--- config.mk ---
export PLATFORM = sky130hd
export DESIGN_NAME = ccsr_core_regs
export DESIGN_NICKNAME = d
export VERILOG_FILES = /design/src/pkg/ccsr_pkg.sv /design/src/design/ccsr_core_regs.sv
export VERILOG_INCLUDE_DIRS = /design/src /design/src/pkg
export SDC_FILE = /design/constraint.sdc
export NUM_CORES = 1
export LEC_CHECK = 0
export ABC_AREA = 0
export BUFFER_PORTS_ARGS = -buffer_cell sky130_fd_sc_hd__buf_2
export CAP_MARGIN = 20
export CORE_ASPECT_RATIO = 1.2
export CORE_MARGIN = 1
export CORE_UTILIZATION = 30
export CTS_CLUSTER_DIAMETER = 50
export DETAILED_ROUTE_END_ITERATION = 8
export GPL_TIMING_DRIVEN = 0
export PLACE_DENSITY = 0.49
export REMOVE_ABC_BUFFERS = 1
export SLEW_MARGIN = 30
export SYNTH_ARGS = -nofsm -noshare
export SYNTH_HDL_FRONTEND = slang
export SYNTH_SLANG_ARGS = --single-unit
--- constraint.sdc ---
create_clock -name i_clk -period 15.8 [get_ports i_clk]
set_input_delay 1.58 -clock i_clk [delete_from_list [all_inputs] [get_ports i_clk]]
set_output_delay 1.58 -clock i_clk [all_outputs]
set_load 0.02 [all_outputs]
--- src/pkg/ccsr_defines.svh ---
`ifndef CCSR_DEFINES_SVH
`define CCSR_DEFINES_SVH

// ==========================================================================
// register offsets
`define CCSR_OFS_STACK_PTR    8'h81
`define CCSR_OFS_PTR_LOW      8'h82
`define CCSR_OFS_PTR_HIGH     8'h83
`define CCSR_OFS_STATUS       8'hD0
`define CCSR_OFS_PRIMARY      8'hE0
`define CCSR_OFS_SECONDARY    8'hF0
`define CCSR_OFS_AUX_CTRL     8'hF8

// ==========================================================================
// reset values
`define CCSR_RST_STACK_PTR    8'h07
`define CCSR_RST_BYTE         8'h00

// ==========================================================================
// status word field positions
`define CCSR_SW_CARRY         7
`define CCSR_SW_HALF          6
`define CCSR_SW_UFLAG0        5
`define CCSR_SW_BANK_HI       4
`define CCSR_SW_BANK_LO       3
`define CCSR_SW_OVER          2
`define CCSR_SW_UFLAG1        1
`define CCSR_SW_PARITY        0

// auxiliary control field position
`define CCSR_AUX_PTR_SEL      0

// decimal adjust limits and corrections
`define CCSR_DA_LIMIT         4'h9
`define CCSR_DA_LOW_ADD       8'h06
`define CCSR_DA_HIGH_ADD      8'h60

// bytes moved on the stack by a call or return
`define CCSR_CALL_BYTES       8'h02

`endif

--- src/pkg/ccsr_pkg.sv ---
package ccsr_pkg;

   // ========================================================================
   // instruction classes that the decoder hands to the register set
   typedef enum logic [4:0]
   {
      CCSR_OP_NOP   = 5'h00,
      CCSR_OP_ADD   = 5'h01,
      CCSR_OP_ADDC  = 5'h02,
      CCSR_OP_SUBB  = 5'h03,
      CCSR_OP_MUL   = 5'h04,
      CCSR_OP_DIV   = 5'h05,
      CCSR_OP_DA    = 5'h06,
      CCSR_OP_RRC   = 5'h07,
      CCSR_OP_RLC   = 5'h08,
      CCSR_OP_SETC  = 5'h09,
      CCSR_OP_CLRC  = 5'h0A,
      CCSR_OP_CPLC  = 5'h0B,
      CCSR_OP_ANLC  = 5'h0C,
      CCSR_OP_ANLCN = 5'h0D,
      CCSR_OP_ORLC  = 5'h0E,
      CCSR_OP_ORLCN = 5'h0F,
      CCSR_OP_MOVCB = 5'h10,
      CCSR_OP_CJNE  = 5'h11,
      CCSR_OP_PUSH  = 5'h12,
      CCSR_OP_POP   = 5'h13,
      CCSR_OP_CALL  = 5'h14,
      CCSR_OP_RET   = 5'h15,
      CCSR_OP_LDA   = 5'h16
   } ccsr_op_e;

   // ========================================================================
   // request from the decoder
   typedef struct packed
   {
      logic       valid;
      ccsr_op_e   op;
      logic [7:0] operand;
      logic [7:0] cmp_left;
      logic       bit_val;
   } ccsr_op_s;

   // register port request
   typedef struct packed
   {
      logic       wr;
      logic       rd;
      logic [7:0] addr;
      logic [7:0] wdata;
   } ccsr_bus_s;

endpackage : ccsr_pkg

--- src/design/ccsr_core_regs.sv ---
// The plain strobed port was chosen for this implementation.
`include "ccsr_defines.svh"

// Function
// - primary operand register feeds alu, holds results, 8-bit, resets zero
// - secondary register is second multiply/divide operand, else scratch byte
// - divide puts quotient of primary by secondary into primary
// - stack pointer addresses top entry, 8 bits, resets to seven
// - calls store program counter on stack, returns reload it
// - push increments stack pointer, pop decrements it
// - two 16-bit data pointers of low and high bytes, reset zero
// - both pointers share addresses; aux control bit 0 selects one
// - selected pointer addresses external data, code fetch and indirect jump
// - add/addc/subb set carry, overflow, half carry; da/rotates/cjne carry only
// - mul/div clear carry, set overflow; carry bit ops set carry
// - set-carry forces carry to one, other flags untouched
// - status word layout carry..parity, all bits reset zero
// - bank select maps r0-r7 onto ram bytes 00h-1Fh in eights
// - parity flag follows odd count of ones in primary register
module ccsr_core_regs
(
   // clock and reset
   input  wire logic                i_clk,
   input  wire logic                i_srst,
   // register port
   input  wire ccsr_pkg::ccsr_bus_s i_bus,
   output logic [7:0]               o_rdata,
   // decoder request
   input  wire ccsr_pkg::ccsr_op_s  i_op,
   // core facing state
   output logic [7:0]               o_primary,
   output logic [7:0]               o_secondary,
   output logic [7:0]               o_call_stack_pointer,
   output logic [15:0]              o_data_pointer_pair,
   output logic [7:0]               o_status_word,
   output logic [7:0]               o_bank_base
);
   import ccsr_pkg::*;

   // ========================================================================
   // state
   logic [7:0] acc_r;
   logic [7:0] sec_r;
   logic [7:0] sp_r;
   logic       cy_r;
   logic       ac_r;
   logic       f0_r;
   logic [1:0] rs_r;
   logic       ov_r;
   logic       f1_r;
   logic       sel_r;
   logic [7:0] dpl_r [2];
   logic [7:0] dph_r [2];
   logic [7:0] rdata_r;

   logic [7:0] acc_nxt;
   logic [7:0] sec_nxt;
   logic [7:0] sp_nxt;
   logic       cy_nxt;
   logic       ac_nxt;
   logic       ov_nxt;
   logic       f0_nxt;
   logic [1:0] rs_nxt;
   logic       f1_nxt;

   logic       wr_acc;
   logic       wr_sec;
   logic       wr_sp;
   logic       wr_sw;
   logic       wr_dpl;
   logic       wr_dph;
   logic       wr_aux;

   logic [8:0]  sum9;
   logic [4:0]  sum5;
   logic [8:0]  dif9;
   logic [4:0]  dif5;
   logic [15:0] prod;
   logic [7:0]  quot;
   logic [7:0]  rem;
   logic [8:0]  da_lo;
   logic [8:0]  da_hi;
   logic [7:0]  sw_view;
   logic        addc_in;

   // ========================================================================
   // register decode
   always_comb
   begin
      wr_acc = 1'b0;
      wr_sec = 1'b0;
      wr_sp  = 1'b0;
      wr_sw  = 1'b0;
      wr_dpl = 1'b0;
      wr_dph = 1'b0;
      wr_aux = 1'b0;
      if (i_bus.addr == `CCSR_OFS_PRIMARY)
         wr_acc = i_bus.wr;
      else if (i_bus.addr == `CCSR_OFS_SECONDARY)
         wr_sec = i_bus.wr;
      else if (i_bus.addr == `CCSR_OFS_STACK_PTR)
         wr_sp = i_bus.wr;
      else if (i_bus.addr == `CCSR_OFS_STATUS)
         wr_sw = i_bus.wr;
      else if (i_bus.addr == `CCSR_OFS_PTR_LOW)
         wr_dpl = i_bus.wr;
      else if (i_bus.addr == `CCSR_OFS_PTR_HIGH)
         wr_dph = i_bus.wr;
      else if (i_bus.addr == `CCSR_OFS_AUX_CTRL)
         wr_aux = i_bus.wr;
   end

   // ========================================================================
   // arithmetic datapath
   assign addc_in = (i_op.op == CCSR_OP_ADDC) ? cy_r : 1'b0;
   assign sum9  = {1'b0, acc_r} + {1'b0, i_op.operand} + {8'h00, addc_in};
   assign sum5  = {1'b0, acc_r[3:0]} + {1'b0, i_op.operand[3:0]} + {4'h0, addc_in};
   assign dif9  = {1'b0, acc_r} - {1'b0, i_op.operand} - {8'h00, cy_r};
   assign dif5  = {1'b0, acc_r[3:0]} - {1'b0, i_op.operand[3:0]} - {4'h0, cy_r};
   assign prod  = acc_r * sec_r;
   // a zero divisor leaves both operands as they were and flags overflow
   assign quot  = (sec_r == 8'h00) ? acc_r : acc_r / sec_r;
   assign rem   = (sec_r == 8'h00) ? sec_r : acc_r % sec_r;
   assign da_lo = ((acc_r[3:0] > `CCSR_DA_LIMIT) || ac_r) ?
                  {1'b0, acc_r} + {1'b0, `CCSR_DA_LOW_ADD} : {1'b0, acc_r};
   assign da_hi = ((da_lo[7:4] > `CCSR_DA_LIMIT) || cy_r || da_lo[8]) ?
                  {1'b0, da_lo[7:0]} + {1'b0, `CCSR_DA_HIGH_ADD} : da_lo;

   // ========================================================================
   // next state: software writes first, instruction effects override them
   always_comb
   begin
      acc_nxt = wr_acc ? i_bus.wdata : acc_r;
      sec_nxt = wr_sec ? i_bus.wdata : sec_r;
      sp_nxt  = wr_sp  ? i_bus.wdata : sp_r;
      cy_nxt  = wr_sw  ? i_bus.wdata[`CCSR_SW_CARRY] : cy_r;
      ac_nxt  = wr_sw  ? i_bus.wdata[`CCSR_SW_HALF] : ac_r;
      ov_nxt  = wr_sw  ? i_bus.wdata[`CCSR_SW_OVER] : ov_r;
      f0_nxt  = wr_sw  ? i_bus.wdata[`CCSR_SW_UFLAG0] : f0_r;
      f1_nxt  = wr_sw  ? i_bus.wdata[`CCSR_SW_UFLAG1] : f1_r;
      rs_nxt  = wr_sw  ? i_bus.wdata[`CCSR_SW_BANK_HI:`CCSR_SW_BANK_LO] : rs_r;
      if (i_op.valid)
      begin
         case (i_op.op)
            CCSR_OP_ADD, CCSR_OP_ADDC:
            begin
               acc_nxt = sum9[7:0];
               cy_nxt  = sum9[8];
               ac_nxt  = sum5[4];
               ov_nxt  = (acc_r[7] == i_op.operand[7]) && (sum9[7] != acc_r[7]);
            end
            CCSR_OP_SUBB:
            begin
               acc_nxt = dif9[7:0];
               cy_nxt  = dif9[8];
               ac_nxt  = dif5[4];
               ov_nxt  = (acc_r[7] != i_op.operand[7]) && (dif9[7] != acc_r[7]);
            end
            CCSR_OP_MUL:
            begin
               acc_nxt = prod[7:0];
               sec_nxt = prod[15:8];
               cy_nxt  = 1'b0;
               ov_nxt  = (prod[15:8] != 8'h00);
            end
            CCSR_OP_DIV:
            begin
               acc_nxt = quot;
               sec_nxt = rem;
               cy_nxt  = 1'b0;
               ov_nxt  = (sec_r == 8'h00);
            end
            CCSR_OP_DA:
            begin
               acc_nxt = da_hi[7:0];
               cy_nxt  = cy_r | da_lo[8] | da_hi[8];
            end
            CCSR_OP_RRC:
            begin
               acc_nxt = {cy_r, acc_r[7:1]};
               cy_nxt  = acc_r[0];
            end
            CCSR_OP_RLC:
            begin
               acc_nxt = {acc_r[6:0], cy_r};
               cy_nxt  = acc_r[7];
            end
            CCSR_OP_CJNE:
               cy_nxt  = (i_op.cmp_left < i_op.operand);
            CCSR_OP_SETC:
               cy_nxt  = 1'b1;
            CCSR_OP_CLRC:
               cy_nxt  = 1'b0;
            CCSR_OP_CPLC:
               cy_nxt  = ~cy_r;
            CCSR_OP_ANLC:
               cy_nxt  = cy_r & i_op.bit_val;
            CCSR_OP_ANLCN:
               cy_nxt  = cy_r & ~i_op.bit_val;
            CCSR_OP_ORLC:
               cy_nxt  = cy_r | i_op.bit_val;
            CCSR_OP_ORLCN:
               cy_nxt  = cy_r | ~i_op.bit_val;
            CCSR_OP_MOVCB:
               cy_nxt  = i_op.bit_val;
            CCSR_OP_PUSH:
               sp_nxt  = sp_r + 8'h01;
            CCSR_OP_POP:
               sp_nxt  = sp_r - 8'h01;
            // both program counter bytes sit on the stack
            CCSR_OP_CALL:
               sp_nxt  = sp_r + `CCSR_CALL_BYTES;
            CCSR_OP_RET:
               sp_nxt  = sp_r - `CCSR_CALL_BYTES;
            CCSR_OP_LDA:
               acc_nxt = i_op.operand;
            default:
               ;
         endcase
      end
   end

   // ========================================================================
   // operand registers
   always_ff @(posedge i_clk)
   begin
      if (i_srst)
      begin
         acc_r <= `CCSR_RST_BYTE;
         sec_r <= `CCSR_RST_BYTE;
      end
      else
      begin
         acc_r <= acc_nxt;
         sec_r <= sec_nxt;
      end
   end

   // stack pointer
   always_ff @(posedge i_clk)
   begin
      if (i_srst)
         sp_r <= `CCSR_RST_STACK_PTR;
      else
         sp_r <= sp_nxt;
   end

   // status word flags
   always_ff @(posedge i_clk)
   begin
      if (i_srst)
      begin
         cy_r <= 1'b0;
         ac_r <= 1'b0;
         f0_r <= 1'b0;
         rs_r <= 2'h0;
         ov_r <= 1'b0;
         f1_r <= 1'b0;
      end
      else
      begin
         cy_r <= cy_nxt;
         ac_r <= ac_nxt;
         f0_r <= f0_nxt;
         rs_r <= rs_nxt;
         ov_r <= ov_nxt;
         f1_r <= f1_nxt;
      end
   end

   // pointer select
   always_ff @(posedge i_clk)
   begin
      if (i_srst)
         sel_r <= 1'b0;
      else if (wr_aux)
         sel_r <= i_bus.wdata[`CCSR_AUX_PTR_SEL];
   end

   // ========================================================================
   // dual data pointers, one shared address pair
   for (genvar g = 0; g < 2; g++)
   begin : g_ptr
      always_ff @(posedge i_clk)
      begin
         if (i_srst)
         begin
            dpl_r[g] <= `CCSR_RST_BYTE;
            dph_r[g] <= `CCSR_RST_BYTE;
         end
         else if (sel_r == 1'(g))
         begin
            if (wr_dpl)
               dpl_r[g] <= i_bus.wdata;
            if (wr_dph)
               dph_r[g] <= i_bus.wdata;
         end
      end
   end

   // ========================================================================
   // parity is derived live so it can never lag the primary register
   assign sw_view = {cy_r, ac_r, f0_r, rs_r, ov_r, f1_r, ^acc_r};

   // read data stands for one cycle only, unmapped reads return zero
   always_ff @(posedge i_clk)
   begin
      if (i_srst || !i_bus.rd)
         rdata_r <= 8'h00;
      else if (i_bus.addr == `CCSR_OFS_PRIMARY)
         rdata_r <= acc_r;
      else if (i_bus.addr == `CCSR_OFS_SECONDARY)
         rdata_r <= sec_r;
      else if (i_bus.addr == `CCSR_OFS_STACK_PTR)
         rdata_r <= sp_r;
      else if (i_bus.addr == `CCSR_OFS_STATUS)
         rdata_r <= sw_view;
      else if (i_bus.addr == `CCSR_OFS_PTR_LOW)
         rdata_r <= dpl_r[sel_r];
      else if (i_bus.addr == `CCSR_OFS_PTR_HIGH)
         rdata_r <= dph_r[sel_r];
      else if (i_bus.addr == `CCSR_OFS_AUX_CTRL)
         rdata_r <= {7'h00, sel_r};
      else
         rdata_r <= 8'h00;
   end

   // ========================================================================
   // outputs
   assign o_rdata              = rdata_r;
   assign o_primary            = acc_r;
   assign o_secondary          = sec_r;
   assign o_call_stack_pointer = sp_r;
   assign o_data_pointer_pair  = {dph_r[sel_r], dpl_r[sel_r]};
   assign o_status_word        = sw_view;
   assign o_bank_base          = {3'h0, rs_r, 3'h0};

   // ========================================================================
   // checks
   property p_sp_reset;
      @(posedge i_clk) i_srst |=> (sp_r == 8'h07) && (acc_r == 8'h00);
   endproperty
   a_sp_reset : assert property (p_sp_reset) else $error("reset values wrong");

   property p_push;
      @(posedge i_clk) disable iff (i_srst)
      (i_op.valid && i_op.op == CCSR_OP_PUSH) |=> sp_r == $past(sp_r) + 8'h01;
   endproperty
   a_push : assert property (p_push) else $error("push did not increment");

   property p_call;
      @(posedge i_clk) disable iff (i_srst)
      (i_op.valid && i_op.op == CCSR_OP_CALL) |=> sp_r == $past(sp_r) + 8'h02;
   endproperty
   a_call : assert property (p_call) else $error("call stack step wrong");

   property p_div;
      @(posedge i_clk) disable iff (i_srst)
      (i_op.valid && i_op.op == CCSR_OP_DIV && sec_r != 8'h00) |=>
         (acc_r == $past(acc_r) / $past(sec_r)) && !cy_r && !ov_r;
   endproperty
   a_div : assert property (p_div) else $error("divide result wrong");

   property p_mul;
      @(posedge i_clk) disable iff (i_srst)
      (i_op.valid && i_op.op == CCSR_OP_MUL) |=>
         ({sec_r, acc_r} == $past(acc_r) * $past(sec_r)) && !cy_r &&
         (ov_r == (sec_r != 8'h00));
   endproperty
   a_mul : assert property (p_mul) else $error("multiply result wrong");

   property p_setc;
      @(posedge i_clk) disable iff (i_srst)
      (i_op.valid && i_op.op == CCSR_OP_SETC && !(i_bus.wr && i_bus.addr == 8'hD0)) |=>
         cy_r && $stable(ac_r) && $stable(ov_r);
   endproperty
   a_setc : assert property (p_setc) else $error("set carry disturbed flags");

   property p_parity;
      @(posedge i_clk) disable iff (i_srst)
      (i_bus.rd && i_bus.addr == 8'hD0) |=> o_rdata[0] == ^$past(acc_r);
   endproperty
   a_parity : assert property (p_parity) else $error("parity flag wrong");

   property p_ptr_iso;
      @(posedge i_clk) disable iff (i_srst)
      (i_bus.wr && i_bus.addr == 8'h82 && !sel_r) |=> $stable(dpl_r[1]) &&
         (dpl_r[0] == $past(i_bus.wdata));
   endproperty
   a_ptr_iso : assert property (p_ptr_iso) else $error("pointer bank leak");

   property p_bank;
      @(posedge i_clk) disable iff (i_srst)
      (i_bus.wr && i_bus.addr == 8'hD0 && !i_op.valid) |=>
         o_bank_base[4:3] == $past(i_bus.wdata[4:3]);
   endproperty
   a_bank : assert property (p_bank) else $error("bank base wrong");

endmodule : ccsr_core_regs

* After elaboration in Yosys (flattened, before gate mapping) *
Memory sizes are Yosys's and may differ from the RTL's. A register that Yosys moved wholly into a read port is not among the register bits.
Index checks and enable logic that the tools add are counted.

operators by class
  $add $sub $neg = 14
  multipliers = 1
  div/mod/pow operators = 2
  $lt $le $gt $ge = 3
  equality and inequality tests = 34
  muxes and demuxes = 82
  bitwise gates (word level) = 12
  reductions and logical operators = 12

operators with widths
  operator               count
  $mux W8                18
  $pmux W8 S8            1
  $eq A8 B8 Y1 const B   7
  $mux W1                56
  $eq A5 B4 Y1 const B   8
  $eq A5 B5 Y1 const B   7
  $pmux W8 S4            1
  $eq A5 B3 Y1 const B   4
  $mux W9                2
  $mul A8 B8 Y16         1
  $pmux W8 S2            1
  $pmux W1 S14           1
  $eq A5 B2 Y1 const B   2
  $add A8 B3 Y9 const B  1
  $add A8 B7 Y9 const B  1
  $add A8 B8 Y9          1
  $add A9 B1 Y9          1
  $sub A8 B8 Y9          1
  $sub A9 B1 Y9          1
  $add A8 B1 Y8 const B  1
  $add A8 B2 Y8 const B  1
  $div A8 B8 Y8          1
  $gt A4 B4 Y1 const B   2
  $logic_not A8 Y1       1
  other kinds (24)       39

storage, ports and cells
  register bits after elaboration = 40
  RAM bits = 32
  input port bits = 43
  output and inout bits = 64
  memories = 2

memories
  memory  words  width  read ports  clocked after memory_dff  write ports  line                  source
  dph_r   2      8      1           1                         2            ccsr_core_regs.sv:53  logic [7:0] dph_r [2];
  dpl_r   2      8      1           1                         2            ccsr_core_regs.sv:52  logic [7:0] dpl_r [2];

* Depth between registers and ports, before layout *
Gate-level depths: netlist (run 1).

  depth after elaboration = 12
  mapped depth = 53
  gate-level depth less buffers = 50

* Least setup slack after synthesis (run 1) *
No wires, ideal clock.

  path type = reg-to-reg
  start point = register sec_r[0], in the netlist o_secondary[0]
  end point = register sec_r[7], in the netlist o_secondary[7]
  arrival time = 11,861 ps
  path slack = 3,822 ps
  stages on the path, launching flop included = 52
  period minus slack after synthesis = 11,978 ps
  cell sequence = dfxtp_1 -> inv_1 -> ha_1 -> nor2_1 -> or4b_1 -> nor2_1 -> xnor2_1 -> ha_1 -> o21a_1 -> o41a_1 -> o22a_1 -> ha_1 -> o211ai_1 -> a211oi_2 -> a311oi_1 -> o21ai_1 -> nand2_1 -> ha_1 -> [... 16 more ...] -> clkbuf_1 -> a21oi_1 -> a31oi_1 -> ha_1 -> and4b_1 -> a21oi_1 -> o21ai_0 -> a41oi_1 -> mux2_2 -> or2_2 -> ha_1 -> o21a_1 -> o21a_1 -> o211ai_1 -> a21oi_1 -> a211o_1 -> a221o_1 -> o211a_1

on the way
  longest elaborated chain between the ends = 4
  elaborated cells between the ends (all ways) = 7
  those cells by class = mul: 1; div: 1; eq/ne: 1; mux: 3; reduce/logical: 1

RTL lines
  what                    line                   source
  from (decl)             ccsr_core_regs.sv:43   logic [7:0] sec_r;
  from (signal assigned)  ccsr_core_regs.sv:230  sec_r <= `CCSR_RST_BYTE;
  from (signal assigned)  ccsr_core_regs.sv:235  sec_r <= sec_nxt;
  $mod A8 B8 Y8           ccsr_core_regs.sv:123  assign rem = (sec_r == 8'h00) ? sec_r : acc_r % sec_r;
  $mux W8                 ccsr_core_regs.sv:123
  $pmux W8 S2             ccsr_core_regs.sv:144  case (i_op.op)
  $mux W8                 ccsr_core_regs.sv:142  if (i_op.valid)

Parallel ways exist; a longest one is shown, timed or not. The select of a mux whose other input is x is not followed.
A chain may end at the register's enable or synchronous reset.

* Worst setup path in the final report (run 1) *
Ends and elaborated chain as after synthesis.

==> results of run 1 <==
path summary, 6_finish.rpt:
check,endpoint,slack (ns),depth (start not counted)
hold reg to reg,f1_r$_SDFFE_PP0P_,0.53,2
hold / removal,f1_r$_SDFFE_PP0P_,0.53,2
setup reg to reg,o_secondary[7]$_SDFFE_PP0P_,1.06,50
setup / recovery,o_secondary[7]$_SDFFE_PP0P_,1.06,50
metal layers:
metal  vias up  GRT usage  share of wire
met5         -          0              0
met1      4856     0.2744           0.44
li1       4762          -              -
met4         0    0.06601          0.025
met2       316     0.3746           0.49
met3        53    0.01596          0.045
kinds of logic (layout without fill, tap and decap cells):
logic type | after synthesis | count (layout) | synth area share
buffers and inverters | 175 | 234 | 0.06842
AND/OR/NAND/NOR | 406 | 406 | 0.2002
AO/OA/AOI/OAI | 351 | 351 | 0.2281
adder cells (fa/ha/maj) | 171 | 171 | 0.2375
other | 1 | 6 | 0.0003617
flip-flops | 73 | 73 | 0.1718
multiplexers | 48 | 48 | 0.04803
XOR/XNOR | 54 | 54 | 0.04561
placed cells by master, fill, tap and decap left out, types with 7 or more instances in the layout:
| cell | instances |
|---|---|
| a2111oi_0 | 9 |
| a211o_1 | 9 |
| a211oi_1 | 17 |
| a21o_1 | 18 |
| a21oi_1 | 84 |
| a22oi_1 | 22 |
| a31oi_1 | 18 |
| and2_1 | 41 |
| and3_1 | 7 |
| buf_2 | 101 |
| clkbuf_16 | 9 |
| dfxtp_1 | 35 |
| edfxtp_1 | 32 |
| fa_1 | 43 |
| ha_1 | 128 |
| inv_1 | 110 |
| mux2_2 | 14 |
| mux2i_1 | 34 |
| nand2_1 | 87 |
| nand2b_1 | 20 |
| nand3_1 | 26 |
| nand4_1 | 7 |
| nor2_1 | 104 |
| nor2b_1 | 10 |
| nor3_1 | 39 |
| o2111ai_1 | 9 |
| o211ai_1 | 9 |
| o21a_1 | 15 |
| o21ai_0 | 57 |
| o21bai_1 | 7 |
| o22ai_1 | 10 |
| or3_1 | 10 |
| xnor2_1 | 35 |
| xor2_1 | 19 |
critical path, delay by kind of cell, from the launching register on:
family                     cells  cell delay [ns]
and+or+nand+nor                8             1.87
muxes                          3             1.04
AOI/OAI and AO/OA             26             6.87
DFF                            1             0.97
buffers and inverters          4             0.99
adders and majority gates      8             2.70
xor gates and xnor gates       1             0.13
registers in the layout, indices dropped and copies added (netlist names), named ones only:
name,flops
ov_r,1
ac_r,1
o_rdata,8
rs_r,2
dph_r,16
o_call_stack_pointer,8
dpl_r,16
f1_r,1
cy_r,1
o_primary,8
o_secondary,8
sel_r,1
f0_r,1
area by class of cell:
class / count / area share
inverter: 114 / 0.03683
clock buffer: 10 / 0.02057
timing repair buffer: 104 / 0.04556
sequential: 73 / 0.1540
multi-input combinational: 1036 / 0.6840
tap: 456 / 0.04911
clock inverter: 6 / 0.009908
stage by stage:
step	area, um2	cells	worst slack, ns	utilization	hold WS, ns
5_1_grt	11620	1799	0.1082	0.3410	0.5870
6_report	11620	1799	1.060	0.3410	0.5329
2_1_floorplan	10110	1223	3.664	-	0.5721
3_5_place_dp	11230	1782	0.8123	0.3296	0.5198
3_3_place_gp	11180	1779	0.3760	0.3280	0.5006
4_1_cts	11590	1798	0.7684	0.3400	0.5353
==> results.py, run 1 <==
metrics = {
    "yosys": {
        "synth_common_cells": "ha_1 (128), inv_1 (110), nor2_1 (104)",
        "ys_ff_latch": 73,
        "ys_async_sr_fraction": 0,
        "yosys-top-cells-area": "ha_1 (15%), edfxtp_1 (9.3%), fa_1 (8.3%), dfxtp_1 (7.9%), a21oi_1 (4.1%)",
        "yosysWarnings": 0,
        "syn_inst": 1279,
        "netlist_area_mm2": 0.01037,
        "yosysMostFrequentCell": "ha_1",
        "ys.flop_type": "dfxtp_1",
        "postSynthAreaPerCell_um2": 8.107,
        "synth_seq_area_share": 0.1718,
        "synth_cell_types": 81,
        "yosysTopAreaCell": "ha_1",
        "synth_top_area_share": 0.1545,
        "synth-edff-count": 32,
    },
    "sta": {
        "hold_viol": 0,
        "worst_pin_slew_ns": 1.018,
        "fin_setup_tns_ns": 0,
        "slew_headroom": 0.3163,
        "final.setup_skew_ns": 0.003323,
        "fin_crit_sh": 0.9329,
        "rsz0062_at_grt": "no",
        "maxSlewViolCount": 0,
        "fin_crit_ns": 14.74,
        "fmax_mhz": 67.84,
        "setup_violations": 0,
    },
    "global_routing": {
        "grt-ovfl-total": 0,
        "grt_max_degree": 28,
        "grt_usage": 0.2132,
        "grt_pass1_wl_um": 57310,
        "antenna_found_initial": 0,
        "grt_pass1_vias": 9805,
    },
    "clock_network": {
        "cts_resized": 0,
        "cts.clk_slew.worst_paths_ns": 0.06,
        "cts_made_buffers": 9,
        "cts_tree": "done",
        "cts_setup_buffers": 0,
        "clkLatencyLatePin_ns": 0.33,
        "cts-hold-fix-buffers": 0,
        "root_buffer": "clkbuf_16",
        "h-tree-depth": 3,
        "clkSinkCount": 73,
        "clock_path_buffers": 2,
    },
    "floorplanning": {
        "placementRows": 74,
        "start_util": 0.3043,
        "die_area_mm2": 0.03531,
        "io_pins": 107,
        "core_mm2": 0.03407,
        "die_w_um": 171.7,
        "die_h_um": 205.7,
    },
    "placed_design": {
        "port_buffers": 100,
        "gp_congestion": 0.9242,
        "hpwl_um": 28580,
    },
    "worst_setup_path": {
        "crit_required_ns": 16.03,
        "critical_path_peak_fanout": 13,
        "critPathArrivalTime_ns": 14.97,
        "cp-start-kind": "register",
        "crit_top_cell": "ha_1",
        "crit_type": "reg2reg",
        "rr_startpoint": "o_secondary[0]$_SDFFE_PP0P_",
        "slowest_delay_ns": 0.97,
        "startpoint": "o_secondary[0]$_SDFFE_PP0P_",
        "cp-end-kind": "register",
        "cp_slowest_cell": "dfxtp_1",
    },
    "cells_and_area": {
        "area_delta_synth_final_pct": 12.04,
        "diodes": 0,
        "nNetsFinal": 1552,
        "regArea_mm2": 0.001789,
        "fillers": 3653,
        "drive_gt1_frac": 0.1229,
        "multi_input_area_mm2": 0.007946,
    },
    "detailed_routing": {
        "wl_um": 37070,
        "num_vias": 9987,
        "viasPerCell": 5.551,
        "initialDrtViolationCount": 705,
        "drt.antenna.violating_nets": 0,
        "firstDrtPassIters": 5,
        "drc": 0,
        "drt-wirelength-per-cell_um": 20.61,
    },
    "run_status": {
        "status": "completed",
    },
    "worst_hold_path": {
        "hold_path.class": "reg2reg",
        "hp-start": "f1_r$_SDFFE_PP0P_",
    },
    "job": {
        "cap_violations": 0,
    },
}
Power of run 1 is not shown: default switching activity piles up to over one toggle a cycle in this logic, so the estimate is an artifact.
==> run 2, diff against run 1 <==
--- a/config.mk
+++ b/config.mk
@@ -11,11 +11,11 @@
 export CAP_MARGIN = 20
 export CORE_ASPECT_RATIO = 1.2
 export CORE_MARGIN = 1
-export CORE_UTILIZATION = 30
+export CORE_UTILIZATION = 40
 export CTS_CLUSTER_DIAMETER = 50
 export DETAILED_ROUTE_END_ITERATION = 8
 export GPL_TIMING_DRIVEN = 0
-export PLACE_DENSITY = 0.49
+export PLACE_DENSITY = 0.61
 export REMOVE_ABC_BUFFERS = 1
 export SLEW_MARGIN = 30
 export SYNTH_ARGS = -nofsm -noshare
==> results.py, run 2 (synthesized netlist as in run 1, its figures left out) <==
metrics = {
    "run_status": {
        "status": "completed",
    },
    "floorplanning": {
        "io_pins": 107,
        "die_w_um": 149.0,
        "placementRows": 64,
        "core_mm2": 0.02546,
        "die_area_mm2": 0.02657,
        "start_util": 0.4072,
        "die_h_um": 178.4,
    },
    "global_routing": {
        "grt_pass1_vias": 9673,
        "grt_max_degree": 28,
        "grt_usage": 0.2627,
        "grt_pass1_wl_um": 53870,
        "grt-ovfl-total": 0,
        "antenna_found_initial": 1,
    },
    "detailed_routing": {
        "num_vias": 10065,
        "viasPerCell": 6.020,
        "firstDrtPassIters": 5,
        "wl_um": 34810,
        "drc": 0,
        "initialDrtViolationCount": 809,
        "drt.antenna.violating_nets": 0,
        "drt-wirelength-per-cell_um": 20.82,
    },
    "clock_network": {
        "cts_setup_buffers": 0,
        "root_buffer": "clkbuf_16",
        "clock_path_buffers": 2,
        "clkLatencyLatePin_ns": 0.34,
        "cts_made_buffers": 9,
        "cts-hold-fix-buffers": 0,
        "clkSinkCount": 73,
        "cts.clk_slew.worst_paths_ns": 0.06,
        "h-tree-depth": 3,
        "cts_tree": "done",
        "cts_resized": 0,
    },
    "placed_design": {
        "dp.cells": 1655,
        "port_buffers": 100,
        "gp_congestion": 0.9562,
        "dp_slack_ns": 0.8993,
        "hpwl_um": 26660,
    },
    "cells_and_area": {
        "final_cell_mix": "ha_1 (128), inv_1 (110), nor2_1 (104)",
        "nNetsFinal": 1551,
        "layout_commonest_cell": "ha_1",
        "diodes": 0,
        "utilization": 0.4471,
        "reg.largest.list": "dph_r x16, dpl_r x16",
        "final_cells": 1672,
        "area_delta_synth_final_pct": 9.799,
        "drive_gt1_frac": 0.1192,
    },
    "worst_setup_path": {
        "slowest_delay_ns": 0.95,
        "cp-end-kind": "register",
        "cp_slowest_cell": "dfxtp_1",
        "crit_required_ns": 16.02,
        "crit_top_cell": "ha_1",
        "cp-start-kind": "register",
        "crit_type": "reg2reg",
        "critical_path_peak_fanout": 15,
        "critPathArrivalTime_ns": 15.22,
    },
    "sta": {
        "maxSlewViolCount": 0,
        "worst_pin_slew_ns": 1.004,
        "postLayoutSetupSlackWorst_ns": 0.8009,
        "fin_crit_sh": 0.9493,
        "final.setup_skew_ns": 0.01100,
        "fmax_mhz": 66.67,
        "slew_headroom": 0.3294,
        "fin_crit_ns": 15.00,
        "fin_setup_tns_ns": 0,
        "rsz0062_at_grt": "no",
        "hold_viol": 0,
        "setup_violations": 0,
    },
    "worst_hold_path": {
        "hold_path.class": "reg2reg",
    },
    "job": {
        "cap_violations": 0,
    },
}
[run 2: path summary, 6_finish.rpt]
check                                                  from                     endpoint  slack (ns)  depth (start not counted)
worst min register to register            f1_r$_SDFFE_PP0P_            f1_r$_SDFFE_PP0P_        0.55                          2
worst min-delay path                      f1_r$_SDFFE_PP0P_            f1_r$_SDFFE_PP0P_        0.55                          2
worst max register to register  o_secondary[0]$_SDFFE_PP0P_  o_secondary[7]$_SDFFE_PP0P_        0.80                         49
worst max-delay path            o_secondary[0]$_SDFFE_PP0P_  o_secondary[7]$_SDFFE_PP0P_        0.80                         49
[run 2: layer usage]
layer	vias to the layer above	GRT usage	share of wire
met1	4895	0.3276	0.42
li1	4761	-	-
met5	-	0	0
met4	0	0.06505	0.020
met3	47	0.02788	0.062
met2	362	0.4777	0.50
[run 2: final cells by class]
cell class | count | area [um2]
Fill cell | 2597 | 14080
Multi-Input combinational cell | 1036 | 7941
Sequential cell | 73 | 1785
Timing Repair Buffer | 103 | 520.5
Inverter | 114 | 427.9
Tap cell | 330 | 412.9
Clock buffer | 9 | 225.2
Clock inverter | 7 | 71.32
[run 2: critical path, delay by kind of cell, from the launching register on]
family / cells / cell delay (ns)
buffers and inverters: 3 / 0.88
multiplexers: 3 / 1.14
XOR/XNOR: 1 / 0.14
adder cells (fa/ha/maj): 8 / 2.51
AO/OA/AOI/OAI: 25 / 6.90
flip-flops: 1 / 0.95
AND/OR/NAND/NOR: 9 / 2.37
[run 2: per-stage QoR]
step / hold WS [ns] / area (um2)
finish: 0.5543 / 11380
global route: 0.5851 / 11380
CTS: 0.5533 / 11360
detailed placement: 0.5415 / 11070
global placement: 0.5206 / 11020
floorplan: 0.5721 / 10110
Power of run 2 is left out for the same reason.
